[src/rtl/tmr_pkg.sv]
// Package: register map, field positions and state types of the timer
package tmr_pkg;
    // ------------------------------------------------------------
    // Register addresses
    // ------------------------------------------------------------
    localparam logic [4:0] ADDR_CTRL_A = 5'h00;
    localparam logic [4:0] ADDR_CTRL_B = 5'h01;
    localparam logic [4:0] ADDR_FORCE = 5'h02;
    localparam logic [4:0] ADDR_MASK = 5'h03;
    localparam logic [4:0] ADDR_FLAGS = 5'h04;
    localparam logic [4:0] ADDR_CNT_L = 5'h06;
    localparam logic [4:0] ADDR_CNT_H = 5'h07;
    localparam logic [4:0] ADDR_ICR_L = 5'h08;
    localparam logic [4:0] ADDR_ICR_H = 5'h09;
    localparam logic [4:0] ADDR_OCR_L = 5'h0A;
    localparam logic [4:0] ADDR_CAP_SRC = 5'h10;

    // ------------------------------------------------------------
    // Field positions and masks
    // ------------------------------------------------------------
    localparam int BIT_NOISE_EN = 7;
    localparam int BIT_EDGE_SEL = 6;
    localparam int BIT_FORCE_A = 7;
    localparam int BIT_CAP = 5;
    localparam int BIT_OVF = 0;
    localparam logic [7:0] CTRL_B_MASK = 8'hDF;
    localparam logic [7:0] FORCE_MASK = 8'hE0;
    localparam logic [7:0] IRQ_MASK = 8'h2F;
    localparam logic [7:0] RESET_BYTE = 8'h00;
    localparam logic [15:0] RESET_WORD = 16'h0000;

    // ------------------------------------------------------------
    // Clock select codes and prescaler taps
    // ------------------------------------------------------------
    localparam logic [2:0] CS_STOP = 3'h0;
    localparam logic [2:0] CS_DIV1 = 3'h1;
    localparam logic [2:0] CS_DIV8 = 3'h2;
    localparam logic [2:0] CS_DIV64 = 3'h3;
    localparam logic [2:0] CS_DIV256 = 3'h4;
    localparam logic [2:0] CS_DIV1024 = 3'h5;
    localparam logic [2:0] CS_EXT_FALL = 3'h6;
    localparam logic [2:0] CS_EXT_RISE = 3'h7;
    localparam logic [9:0] PRE_8 = 10'h007;
    localparam logic [9:0] PRE_64 = 10'h03F;
    localparam logic [9:0] PRE_256 = 10'h0FF;
    localparam logic [9:0] PRE_1024 = 10'h3FF;
    localparam int FILTER_LEN = 4;

    // ------------------------------------------------------------
    // Types
    // ------------------------------------------------------------
    typedef struct packed {
        logic [4:0] addr;
        logic [7:0] wrData;
        logic wrStrobe;
        logic rdStrobe;
    } tmr_bus_t;

    typedef struct packed {
        logic [FILTER_LEN-2:0] hist;
        logic filt;
        logic prev;
    } tmr_filt_t;

    typedef struct packed {
        logic [7:0] ctrlA;
        logic [7:0] ctrlB;
        logic [7:0] mask;
        logic [7:0] flags;
        logic capSrc;
        logic [15:0] cnt;
        logic [15:0] icr;
        logic [2:0][15:0] ocr;
        logic [7:0] temp;
        logic [9:0] pre;
        logic extPrev;
        logic blk;
        logic [2:0] outPin;
        logic [7:0] rdData;
    } tmr_state_t;
endpackage

[src/rtl/tmr_capture_filter.sv]
// Capture input noise filter and edge detector
`timescale 1ns/1ps
`default_nettype none
module tmr_capture_filter
    import tmr_pkg::*;
(
    input wire logic clk,
    input wire logic rstN,
    input wire logic pinIn,
    input wire logic filterEn,
    input wire logic edgeSel,
    output logic trig
);
    tmr_filt_t s_reg;
    tmr_filt_t s_next;
    logic [FILTER_LEN-1:0] window;

    always_comb begin
        s_next = s_reg;
        window = {s_reg.hist, pinIn};
        s_next.hist = window[FILTER_LEN-2:0];
        s_next.prev = s_reg.filt;
        if (!filterEn) begin
            s_next.filt = pinIn;
        end else if (&window) begin
            s_next.filt = 1'b1;
        end else if (~|window) begin
            s_next.filt = 1'b0;
        end
    end

    always_ff @(posedge clk or negedge rstN) begin
        if (!rstN) begin
            s_reg <= '0;
        end else begin
            s_reg <= s_next;
        end
    end

    // Zero picks the falling edge, one the rising edge
    assign trig = edgeSel ? (s_reg.filt & ~s_reg.prev)
                          : (~s_reg.filt & s_reg.prev);
endmodule
`default_nettype wire

[src/rtl/tmr_core.sv]
// Sixteen-bit timer: registers, prescaler, counter, compare and capture
//
// Local design decisions: the register offsets and the strobed register port.
`timescale 1ns/1ps
`default_nettype none
module tmr_core
    import tmr_pkg::*;
(
    input wire logic clk,
    input wire logic rst_n,
    input wire tmr_bus_t bus,
    output logic [7:0] rdData,
    input wire logic capturePin,
    input wire logic compEvent,
    input wire logic externalCountPin,
    input wire logic globalIntEnable,
    input wire logic [7:0] intAck,
    output logic [7:0] irqReq,
    output logic [2:0] comparePin
);
    // ------------------------------------------------------------
    // Reset release
    // ------------------------------------------------------------
    logic [1:0] rstSync_reg;
    logic rstN;

    always_ff @(posedge clk or negedge rst_n) begin
        if (!rst_n) begin
            rstSync_reg <= 2'h0;
        end else begin
            rstSync_reg <= {rstSync_reg[0], 1'b1};
        end
    end
    assign rstN = rstSync_reg[1];

    // ------------------------------------------------------------
    // Decoding helpers
    // ------------------------------------------------------------
    function automatic logic [15:0] topOf(input logic [3:0] wgm,
                                          input logic [15:0] ocrA,
                                          input logic [15:0] icr);
        logic [15:0] t;
        t = 16'hFFFF;
        unique case (wgm)
            4'h1, 4'h5: t = 16'h00FF;
            4'h2, 4'h6: t = 16'h01FF;
            4'h3, 4'h7: t = 16'h03FF;
            4'h4, 4'h9, 4'hB, 4'hF: t = ocrA;
            4'h8, 4'hA, 4'hC, 4'hE: t = icr;
            default: t = 16'hFFFF;
        endcase
        return t;
    endfunction

    function automatic logic isPwm(input logic [3:0] wgm);
        return !(wgm == 4'h0 || wgm == 4'h4 || wgm == 4'hC);
    endfunction

    function automatic logic usesIcrTop(input logic [3:0] wgm);
        return wgm == 4'h8 || wgm == 4'hA || wgm == 4'hC
            || wgm == 4'hE;
    endfunction

    // Non-PWM compare actions: toggle, clear, set
    function automatic logic applyAction(input logic [1:0] act,
                                         input logic cur);
        logic r;
        r = cur;
        unique case (act)
            2'h1: r = ~cur;
            2'h2: r = 1'b0;
            2'h3: r = 1'b1;
            default: r = cur;
        endcase
        return r;
    endfunction

    // ------------------------------------------------------------
    // Capture front end
    // ------------------------------------------------------------
    tmr_state_t s_reg;
    tmr_state_t s_next;
    logic capTrig;
    logic capEvt;
    logic [3:0] wgm;
    logic [2:0] cs;
    logic [15:0] top;
    logic tick;
    logic [2:0] match;
    logic [2:0] forceHit;
    logic wrCnt;
    logic [7:0] setFlags;
    logic [7:0] clrFlags;
    logic [2:0] slot;

    tmr_capture_filter u_filter (
        .clk(clk),
        .rstN(rstN),
        .pinIn(s_reg.capSrc ? compEvent : capturePin),
        .filterEn(s_reg.ctrlB[BIT_NOISE_EN]),
        .edgeSel(s_reg.ctrlB[BIT_EDGE_SEL]),
        .trig(capTrig)
    );

    assign wgm = {s_reg.ctrlB[4:3], s_reg.ctrlA[1:0]};
    assign cs = s_reg.ctrlB[2:0];
    assign top = topOf(wgm, s_reg.ocr[0], s_reg.icr);
    // Capture pin is cut off while its register sets the top
    assign capEvt = capTrig && !usesIcrTop(wgm);

    // ------------------------------------------------------------
    // Timer clock select
    // ------------------------------------------------------------
    always_comb begin
        unique case (cs)
            CS_STOP: tick = 1'b0;
            CS_DIV1: tick = 1'b1;
            CS_DIV8: tick = (s_reg.pre[2:0] == PRE_8[2:0]);
            CS_DIV64: tick = (s_reg.pre[5:0] == PRE_64[5:0]);
            CS_DIV256: tick = (s_reg.pre[7:0] == PRE_256[7:0]);
            CS_DIV1024: tick = (s_reg.pre == PRE_1024);
            // Pin is read as a plain input whatever drives it
            CS_EXT_FALL: tick = s_reg.extPrev && !externalCountPin;
            CS_EXT_RISE: tick = !s_reg.extPrev && externalCountPin;
        endcase
    end

    // ------------------------------------------------------------
    // Compare, force and write decode
    // ------------------------------------------------------------
    assign slot = 3'(bus.addr - ADDR_OCR_L);
    assign wrCnt = bus.wrStrobe && bus.addr == ADDR_CNT_L;

    genvar gi;
    generate
        for (gi = 0; gi < 3; gi++) begin : g_chan
            // Blocked on the timer clock after a counter write
            assign match[gi] = tick && !s_reg.blk
                && s_reg.cnt == s_reg.ocr[gi];
            assign forceHit[gi] = bus.wrStrobe && bus.addr == ADDR_FORCE
                && bus.wrData[BIT_FORCE_A-gi] && !isPwm(wgm);
        end
    endgenerate

    always_comb begin
        setFlags = 8'h00;
        setFlags[3:1] = match;
        setFlags[BIT_CAP] = capEvt;
        setFlags[BIT_OVF] = tick && s_reg.cnt == top;
        clrFlags = intAck;
        if (bus.wrStrobe && bus.addr == ADDR_FLAGS) begin
            clrFlags = clrFlags | bus.wrData;
        end
    end

    // ------------------------------------------------------------
    // Next state
    // ------------------------------------------------------------
    always_comb begin
        s_next = s_reg;
        s_next.pre = s_reg.pre + 10'h001;
        s_next.extPrev = externalCountPin;
        s_next.rdData = 8'h00;
        // Set wins over a clear in the same cycle
        s_next.flags = ((s_reg.flags & ~clrFlags) | setFlags)
            & IRQ_MASK;
        if (tick) begin
            s_next.blk = 1'b0;
            s_next.cnt = (s_reg.cnt == top) ? 16'h0000
                : s_reg.cnt + 16'h0001;
        end
        if (capEvt) begin
            s_next.icr = s_reg.cnt;
        end
        for (int i = 0; i < 3; i++) begin
            if (match[i] || forceHit[i]) begin
                s_next.outPin[i] = applyAction(
                    s_reg.ctrlA[7-2*i -: 2], s_reg.outPin[i]);
            end
        end
        if (bus.wrStrobe) begin
            unique case (bus.addr)
                ADDR_CTRL_A: s_next.ctrlA = bus.wrData;
                ADDR_CTRL_B: s_next.ctrlB = bus.wrData
                    & CTRL_B_MASK;
                ADDR_MASK: s_next.mask = bus.wrData
                    & IRQ_MASK;
                ADDR_CAP_SRC: s_next.capSrc = bus.wrData[0];
                ADDR_CNT_L: begin
                    s_next.cnt = {s_reg.temp, bus.wrData};
                    s_next.blk = 1'b1;
                end
                ADDR_ICR_L: s_next.icr = {s_reg.temp, bus.wrData};
                ADDR_OCR_L, ADDR_OCR_L + 5'h02, ADDR_OCR_L + 5'h04:
                    s_next.ocr[slot[2:1]] = {s_reg.temp,
                                             bus.wrData};
                ADDR_CNT_H, ADDR_ICR_H, ADDR_OCR_L + 5'h01,
                ADDR_OCR_L + 5'h03, ADDR_OCR_L + 5'h05:
                    s_next.temp = bus.wrData;
                default: ;
            endcase
        end
        if (bus.rdStrobe) begin
            unique case (bus.addr)
                ADDR_CTRL_A: s_next.rdData = s_reg.ctrlA;
                ADDR_CTRL_B: s_next.rdData = s_reg.ctrlB;
                ADDR_FORCE: s_next.rdData = 8'h00;
                ADDR_MASK: s_next.rdData = s_reg.mask;
                ADDR_FLAGS: s_next.rdData = s_reg.flags;
                ADDR_CAP_SRC: s_next.rdData = {7'h00, s_reg.capSrc};
                ADDR_CNT_L: begin
                    s_next.rdData = s_reg.cnt[7:0];
                    s_next.temp = s_reg.cnt[15:8];
                end
                ADDR_ICR_L: begin
                    s_next.rdData = s_reg.icr[7:0];
                    s_next.temp = s_reg.icr[15:8];
                end
                ADDR_OCR_L, ADDR_OCR_L + 5'h02, ADDR_OCR_L + 5'h04: begin
                    s_next.rdData = s_reg.ocr[slot[2:1]][7:0];
                    s_next.temp = s_reg.ocr[slot[2:1]][15:8];
                end
                ADDR_CNT_H, ADDR_ICR_H, ADDR_OCR_L + 5'h01,
                ADDR_OCR_L + 5'h03, ADDR_OCR_L + 5'h05:
                    s_next.rdData = s_reg.temp;
                default: s_next.rdData = 8'h00;
            endcase
        end
    end

    always_ff @(posedge clk or negedge rstN) begin
        if (!rstN) begin
            s_reg <= '0;
        end else begin
            s_reg <= s_next;
        end
    end

    // ------------------------------------------------------------
    // Outputs
    // ------------------------------------------------------------
    assign rdData = s_reg.rdData;
    assign comparePin = s_reg.outPin;
    assign irqReq = s_reg.flags & s_reg.mask
        & {8{globalIntEnable}};
endmodule
`default_nettype wire

[config.mk]
export PLATFORM = sky130hd
export DESIGN_NAME = tmr_core
export DESIGN_NICKNAME = d
export VERILOG_FILES = /design/src/rtl/tmr_pkg.sv /design/src/rtl/tmr_capture_filter.sv /design/src/rtl/tmr_core.sv
export SDC_FILE = /design/constraint.sdc
export NUM_CORES = 1
export LEC_CHECK = 0
export BUFFER_PORTS_ARGS = -buffer_cell sky130_fd_sc_hd__buf_4
export CORE_MARGIN = 2
export CORE_UTILIZATION = 55
export DETAILED_ROUTE_END_ITERATION = 6
export PLACE_DENSITY_LB_ADDON = 0.3
export SYNTH_ARGS = -nofsm -noshare
export SYNTH_HDL_FRONTEND = slang
export SYNTH_SLANG_ARGS = --single-unit
export TNS_END_PERCENT = 10
[constraint.sdc]
create_clock -name clk -period 7.2 [get_ports clk]
set_input_delay 1.44 -clock clk [delete_from_list [all_inputs] [get_ports clk]]
set_output_delay 1.44 -clock clk [all_outputs]
set_load 0.03 [all_outputs]
==> impl_metrics.tcl, run 1 <==
set metrics [dict create \
    startpoint_type "input pin" \
    ir_drop_mv 0.222 \
    synth_edf_count 0 \
    cts_tree "done" \
    p_leak_uw 0.00406 \
    fmax_mhz 223 \
    io_pins 48 \
    cts_resized 0 \
    antenna_found_initial 0 \
    synth_top_area_frac 0.416 \
    finalSetupViolCount 0 \
    yosysWarningCount 0 \
    dp_hpwl_mm 16.6 \
    yosysSeqAreaShare 0.416 \
    firstDrtPassIters 7 \
    cts_setup_buffers 0 \
    ys.flop_type "dfrtp_1" \
    synth.most_common_cell "dfrtp_1" \
    finalHoldViolations 0 \
    reg2reg_from "s_reg[131]$_DFFE_PN0P_" \
    fin_hold_ws_ns 0.359 \
    numClockSinks 144 \
    vias 7200 \
    synth.area.top_cells "dfrtp_1 42%, mux2_2 9.2%, xor2_1 3.6%" \
    crit_path_end_kind "register" \
    synth_area_um2 8660 \
    portBuffers 41 \
    layout-drive-gt1-share 0.203 \
    required_ns 7.50 \
    drt-initial-drc-count 1140 \
    avgSynthCellArea_um2 9.85 \
    gp_congestion 0.928 \
    reg2regPathDepth 7 \
    cts_buffers 17 \
    syn_inst 880 \
    slew_headroom 0.190 \
    slew_violations 0 \
    wl_per_cell_um 22.8 \
    grt_first_pass_wirelength_mm 38.6 \
    diodes 0 \
    cap_violations 0 \
    violations "design-rule violations" \
    rsz0062_at_grt "no" \
    power.density_nw_per_um2 310 \
    async_reset_ff_frac 1.00 \
    holdBufCountCts 0 \
    std_cell_rows 45 \
    critPathKind "input pin to register" \
    finalCritPeriodShare 0.623 \
    viasPerCell 6.58 \
    rr_endpoint "s_reg[99]$_DFF_PN0_" \
    dpl_cell_area_um2 8810 \
    gr-usage-all-layers 0.305 \
    critPathLaunch "bus[11]" \
    synth-seq-cells 144 \
    worstSkewPairLatency_ns 0.43 \
    tightest_slew_ns 1.21 \
    synthDistinctLibCells 75 \
    die_x_um 130 \
    grt_overflow 0 \
    grt_pass1_vias 6763 \
    clockBufferDepth 2 \
    path_clk_slew_ns 0.07 \
    cts_root_buf "clkbuf_16" \
    hp-class "register to register" \
    fin_area_um2 9360 \
    core_area_um2 15300 \
    min_from "rstSync_reg[0]$_DFF_PN0_" \
    dieArea_um2 16800 \
    layout_setup_ws_ns 2.72 \
    setup_tns_ns 0 \
    start_util 0.566 \
    wl_mm 24.9 \
    htreeDepth 4 \
    fin_skew_ns 0.00992 \
    crit_fanout 22 \
    status "complete, but fails checks" \
    syn_to_final_growth_pct 8.00 \
    remaining_drc_errors 5 \
    synthTopCellsByCount "144 x dfrtp_1, 80 x nand2_1, 71 x mux2_2" \
    synth_top_area_cell "dfrtp_1" \
    reg2reg_slack_ns 3.32 \
    min_period_ns 4.48 \
    grt_max_degree 73 \
    power_uw 2900 \
    worstHoldPathCells 0 \
    holdPathEnd "rstSync_reg[1]$_DFF_PN0_" \
    worstPathArrival_ns 4.79 \
    dp_slack_ns 2.45 \
    num-nets-final 905 \
    ant_nets 0 \
    die_h_um 130 \
]
## worst max path at each step
stage,cells past startpoint,end,slack [ns]
final,5,register,2.72
after global routing,5,register,2.71
after CTS,5,register,2.85
after detailed placement,5,register,2.45
after global placement,5,register,2.53
after floorplan,0,async pin,2.89
## kinds of logic (layout without fill, tap and decap cells)
family,count (synthesis),after routing,synth area share
simple gates,244,244,0.142
compound gates,211,211,0.170
flops,144,144,0.416
buf+inv,111,112,0.0741
mux,99,99,0.125
xor+xnor,63,63,0.0637
fa+ha+maj,6,6,0.00866
other cells,2,4,0.000867
## critical path, cell delays in order
cell     delay [ns]
buf_4          0.17
inv_1          0.35
a21oi_2        1.06
nand3_1        1.12
mux2_2         0.63
## stage by stage
stage           util  cells
6_report       0.611   1094
2_1_floorplan      -    882
5_1_grt        0.611   1094
3_5_place_dp   0.575   1062
4_1_cts        0.611   1094
3_3_place_gp   0.575   1062
## metal layers
| metal | wire (µm) | GRT usage | vias up | part of all wire |
|---|---|---|---|---|
| met4 | 835 | 0.113 | 0 | 0.033 |
| met5 | 0 | 0 | - | 0 |
| li1 | - | - | 3171 | - |
| met1 | 10400 | 0.432 | 3520 | 0.42 |
| met2 | 11300 | 0.463 | 442 | 0.45 |
| met3 | 2490 | 0.0690 | 67 | 0.10 |
## final cells by class
| class | instances | area (µm²) |
|---|---|---|
| Timing Repair Buffer | 53 | 398 |
| Fill cell | 1303 | 5960 |
| Tap cell | 211 | 264 |
| Inverter | 27 | 101 |
| Multi-Input combinational cell | 627 | 4440 |
| Sequential cell | 144 | 3610 |
| Clock inverter | 15 | 126 |
| Clock buffer | 17 | 425 |
## cell usage in the layout, fill, tap and decap left out, types with 5 or more instances in the layout
| cell type | n |
|---|---|
| dfrtp_1 | 143 |
| nand2_1 | 80 |
| mux2_2 | 71 |
| o21ai_0 | 57 |
| buf_4 | 53 |
| nor2_1 | 40 |
| a21oi_1 | 38 |
| xor2_1 | 36 |
| mux2i_1 | 28 |
| inv_1 | 27 |
| xnor2_1 | 27 |
| nor3_1 | 20 |
| and3_1 | 18 |
| a222oi_1 | 18 |
| clkbuf_16 | 17 |
| nand3_1 | 16 |
| nand2b_1 | 12 |
| a31oi_1 | 12 |
| nor4_1 | 12 |
| o31ai_1 | 10 |
| a211oi_1 | 10 |
| o31ai_2 | 9 |
| or3_1 | 8 |
| nand4_1 | 8 |
| a221oi_1 | 7 |
| nor2b_1 | 6 |
| ha_1 | 6 |
| clkinvlp_4 | 6 |
| inv_6 | 5 |
## power by group
group          leakage, µW  switching (µW)  internal, µW  total, µW
Sequential         0.00182             298           981       1280
Clock             0.000251             384           449        833
Combinational      0.00199             428           361        789
Power figures use the tool's default switching activity.
==> run 2, diff against run 1 <==
==> constraint.sdc (replaced) <==
create_clock -name clk -period 4.7 [get_ports clk]
set_input_delay 0.94 -clock clk [delete_from_list [all_inputs] [get_ports clk]]
set_output_delay 0.94 -clock clk [all_outputs]
set_load 0.03 [all_outputs]
==> run 2 against run 1 <==
The run now ends clean. Core utilization rose by 0.71 points. Sequential share of layout area down 0.44 points. First-iteration DRC count fell by 6.9%. Final area rose by 1.2%. Global-route usage rose by 0.30 points. Final cell count rose by 0.64%. Clock-buffer cell count stayed put. Combinational power is 48% higher. Via count hardly changed. Critical path type is now register to register. Largest cell class unchanged. Largest power group unchanged. Highest routed layer unchanged.
==> impl_metrics.tcl, run 2 (same netlist as run 1, synthesis figures left out) <==
set metrics [dict create \
    status "finished clean" \
    diodes 0 \
    final-seq-area_um2 3610 \
    worstPathArrival_ns 3.98 \
    slew_headroom 0.323 \
    cts_root_buf "clkbuf_16" \
    dp_hpwl_mm 17.1 \
    crit_path_end_kind "register" \
    fin_hold_ws_ns 0.274 \
    viasPerCell 6.54 \
    grt_pass1_vias 6822 \
    die_h_um 130 \
    startpoint_type "register" \
    io_pins 48 \
    syn_to_final_growth_pct 9.26 \
    firstDrtPassIters 7 \
    gr-usage-all-layers 0.308 \
    grt_overflow 0 \
    ir_drop_mv 0.284 \
    cts_setup_buffers 0 \
    path_clk_slew_ns 0.06 \
    power_uw 4580 \
    remaining_drc_errors 0 \
    finalHoldViolations 0 \
    reg2reg_from "s_reg[131]$_DFFE_PN0P_" \
    slew_violations 0 \
    worstSkewPairLatency_ns 0.43 \
    tightest_slew_ns 1.01 \
    finalCritPeriodShare 0.786 \
    dieArea_um2 16800 \
    mostFrequentLayoutCell "dfrtp_1" \
    cts_tree "done" \
    grt_first_pass_wirelength_mm 38.7 \
    start_util 0.566 \
    layout-drive-gt1-share 0.209 \
    dp_slack_ns 1.10 \
    drt-initial-drc-count 1061 \
    required_ns 4.98 \
    num-nets-final 912 \
    final_cell_mix "143 x dfrtp_1, 80 x nand2_1, 71 x mux2_2" \
    core_area_um2 15300 \
    setup_tns_ns 0 \
    critPathKind "register to register" \
    vias 7199 \
    wl_mm 24.8 \
    dpl_cell_area_um2 8860 \
    clockBufferDepth 2 \
    fillers 1267 \
    p_leak_uw 0.00413 \
    cts_buffers 17 \
    portBuffers 41 \
    ant_nets 0 \
    cap_violations 0 \
    die_x_um 130 \
    gp_congestion 0.906 \
    htreeDepth 4 \
    fin_area_um2 9470 \
    antenna_found_initial 0 \
    holdBufCountCts 0 \
    multi_input_area_um2 4440 \
    wl_per_cell_um 22.6 \
    cts_resized 0 \
    layout_setup_ws_ns 1.00 \
    fmax_mhz 271 \
    rsz0062_at_grt "no" \
    min_period_ns 3.70 \
    finalSetupViolCount 0 \
    reg2regPathDepth 7 \
    fin_skew_ns 0.00800 \
    std_cell_rows 45 \
    hp-class "input pin to async pin" \
    rr_endpoint "s_reg[99]$_DFF_PN0_" \
    power.density_nw_per_um2 483 \
    crit_fanout 16 \
    numClockSinks 144 \
    grt_max_degree 50 \
    reg2reg_slack_ns 1.00 \
]
## run 2: cell count changes in the layout (fill, tap and decap cells not counted), sizes merged
| cell | delta |
|---|---|
| buf | +7 |
| bufinv | +3 |
| inv | -2 |
| clkinvlp | -2 |
| clkinv | +1 |
## run 2: worst max-delay path, stage by stage, from the launching register on
cell	delay, ns
dfrtp_1	0.73
nor2b_1	0.86
o221ai_1	0.28
and3_1	0.24
nor3_1	0.15
and4b_1	0.34
and3_1	0.78
o31ai_1	0.17
## run 2: metrics by stage
stage	std cells	utilization
5_1_grt	1101	0.618
6_report	1101	0.618
3_3_place_gp	1069	0.578
3_5_place_dp	1069	0.578
4_1_cts	1101	0.618
2_1_floorplan	882	-
## run 2: where the power goes
| group | internal (µW) | switching (µW) |
|---|---|---|
| Combinational | 557 | 617 |
| Clock | 840 | 564 |
| Sequential | 1500 | 495 |
## run 2: worst max path at each step
stage          cells after the start                    to                      from  slack, ns
6_report                           7   s_reg[99]$_DFF_PN0_    s_reg[131]$_DFFE_PN0P_       1.00
5_1_grt                            7  s_reg[110]$_DFF_PN0_    s_reg[131]$_DFFE_PN0P_       0.91
4_1_cts                            7   s_reg[99]$_DFF_PN0_    s_reg[131]$_DFFE_PN0P_       1.10
3_5_place_dp                       7   s_reg[99]$_DFF_PN0_    s_reg[131]$_DFFE_PN0P_       1.10
3_3_place_gp                       7   s_reg[99]$_DFF_PN0_    s_reg[131]$_DFFE_PN0P_       1.16
2_1_floorplan                      0             async pin  rstSync_reg[1]$_DFF_PN0_       0.39
## run 2: area by class of cell
type / count / share of cell area
Tap cell: 211 / 0.0279
Sequential cell: 144 / 0.381
Multi-Input combinational cell: 627 / 0.469
Inverter: 27 / 0.0107
Timing Repair Buffer: 60 / 0.0476
Clock inverter: 15 / 0.0193
Clock buffer: 17 / 0.0449
## run 2: per-layer routing
metal	routed length, µm	track usage
met5	0	0
met4	928	0.112
met3	2440	0.0780
met2	11200	0.463
met1	10300	0.435
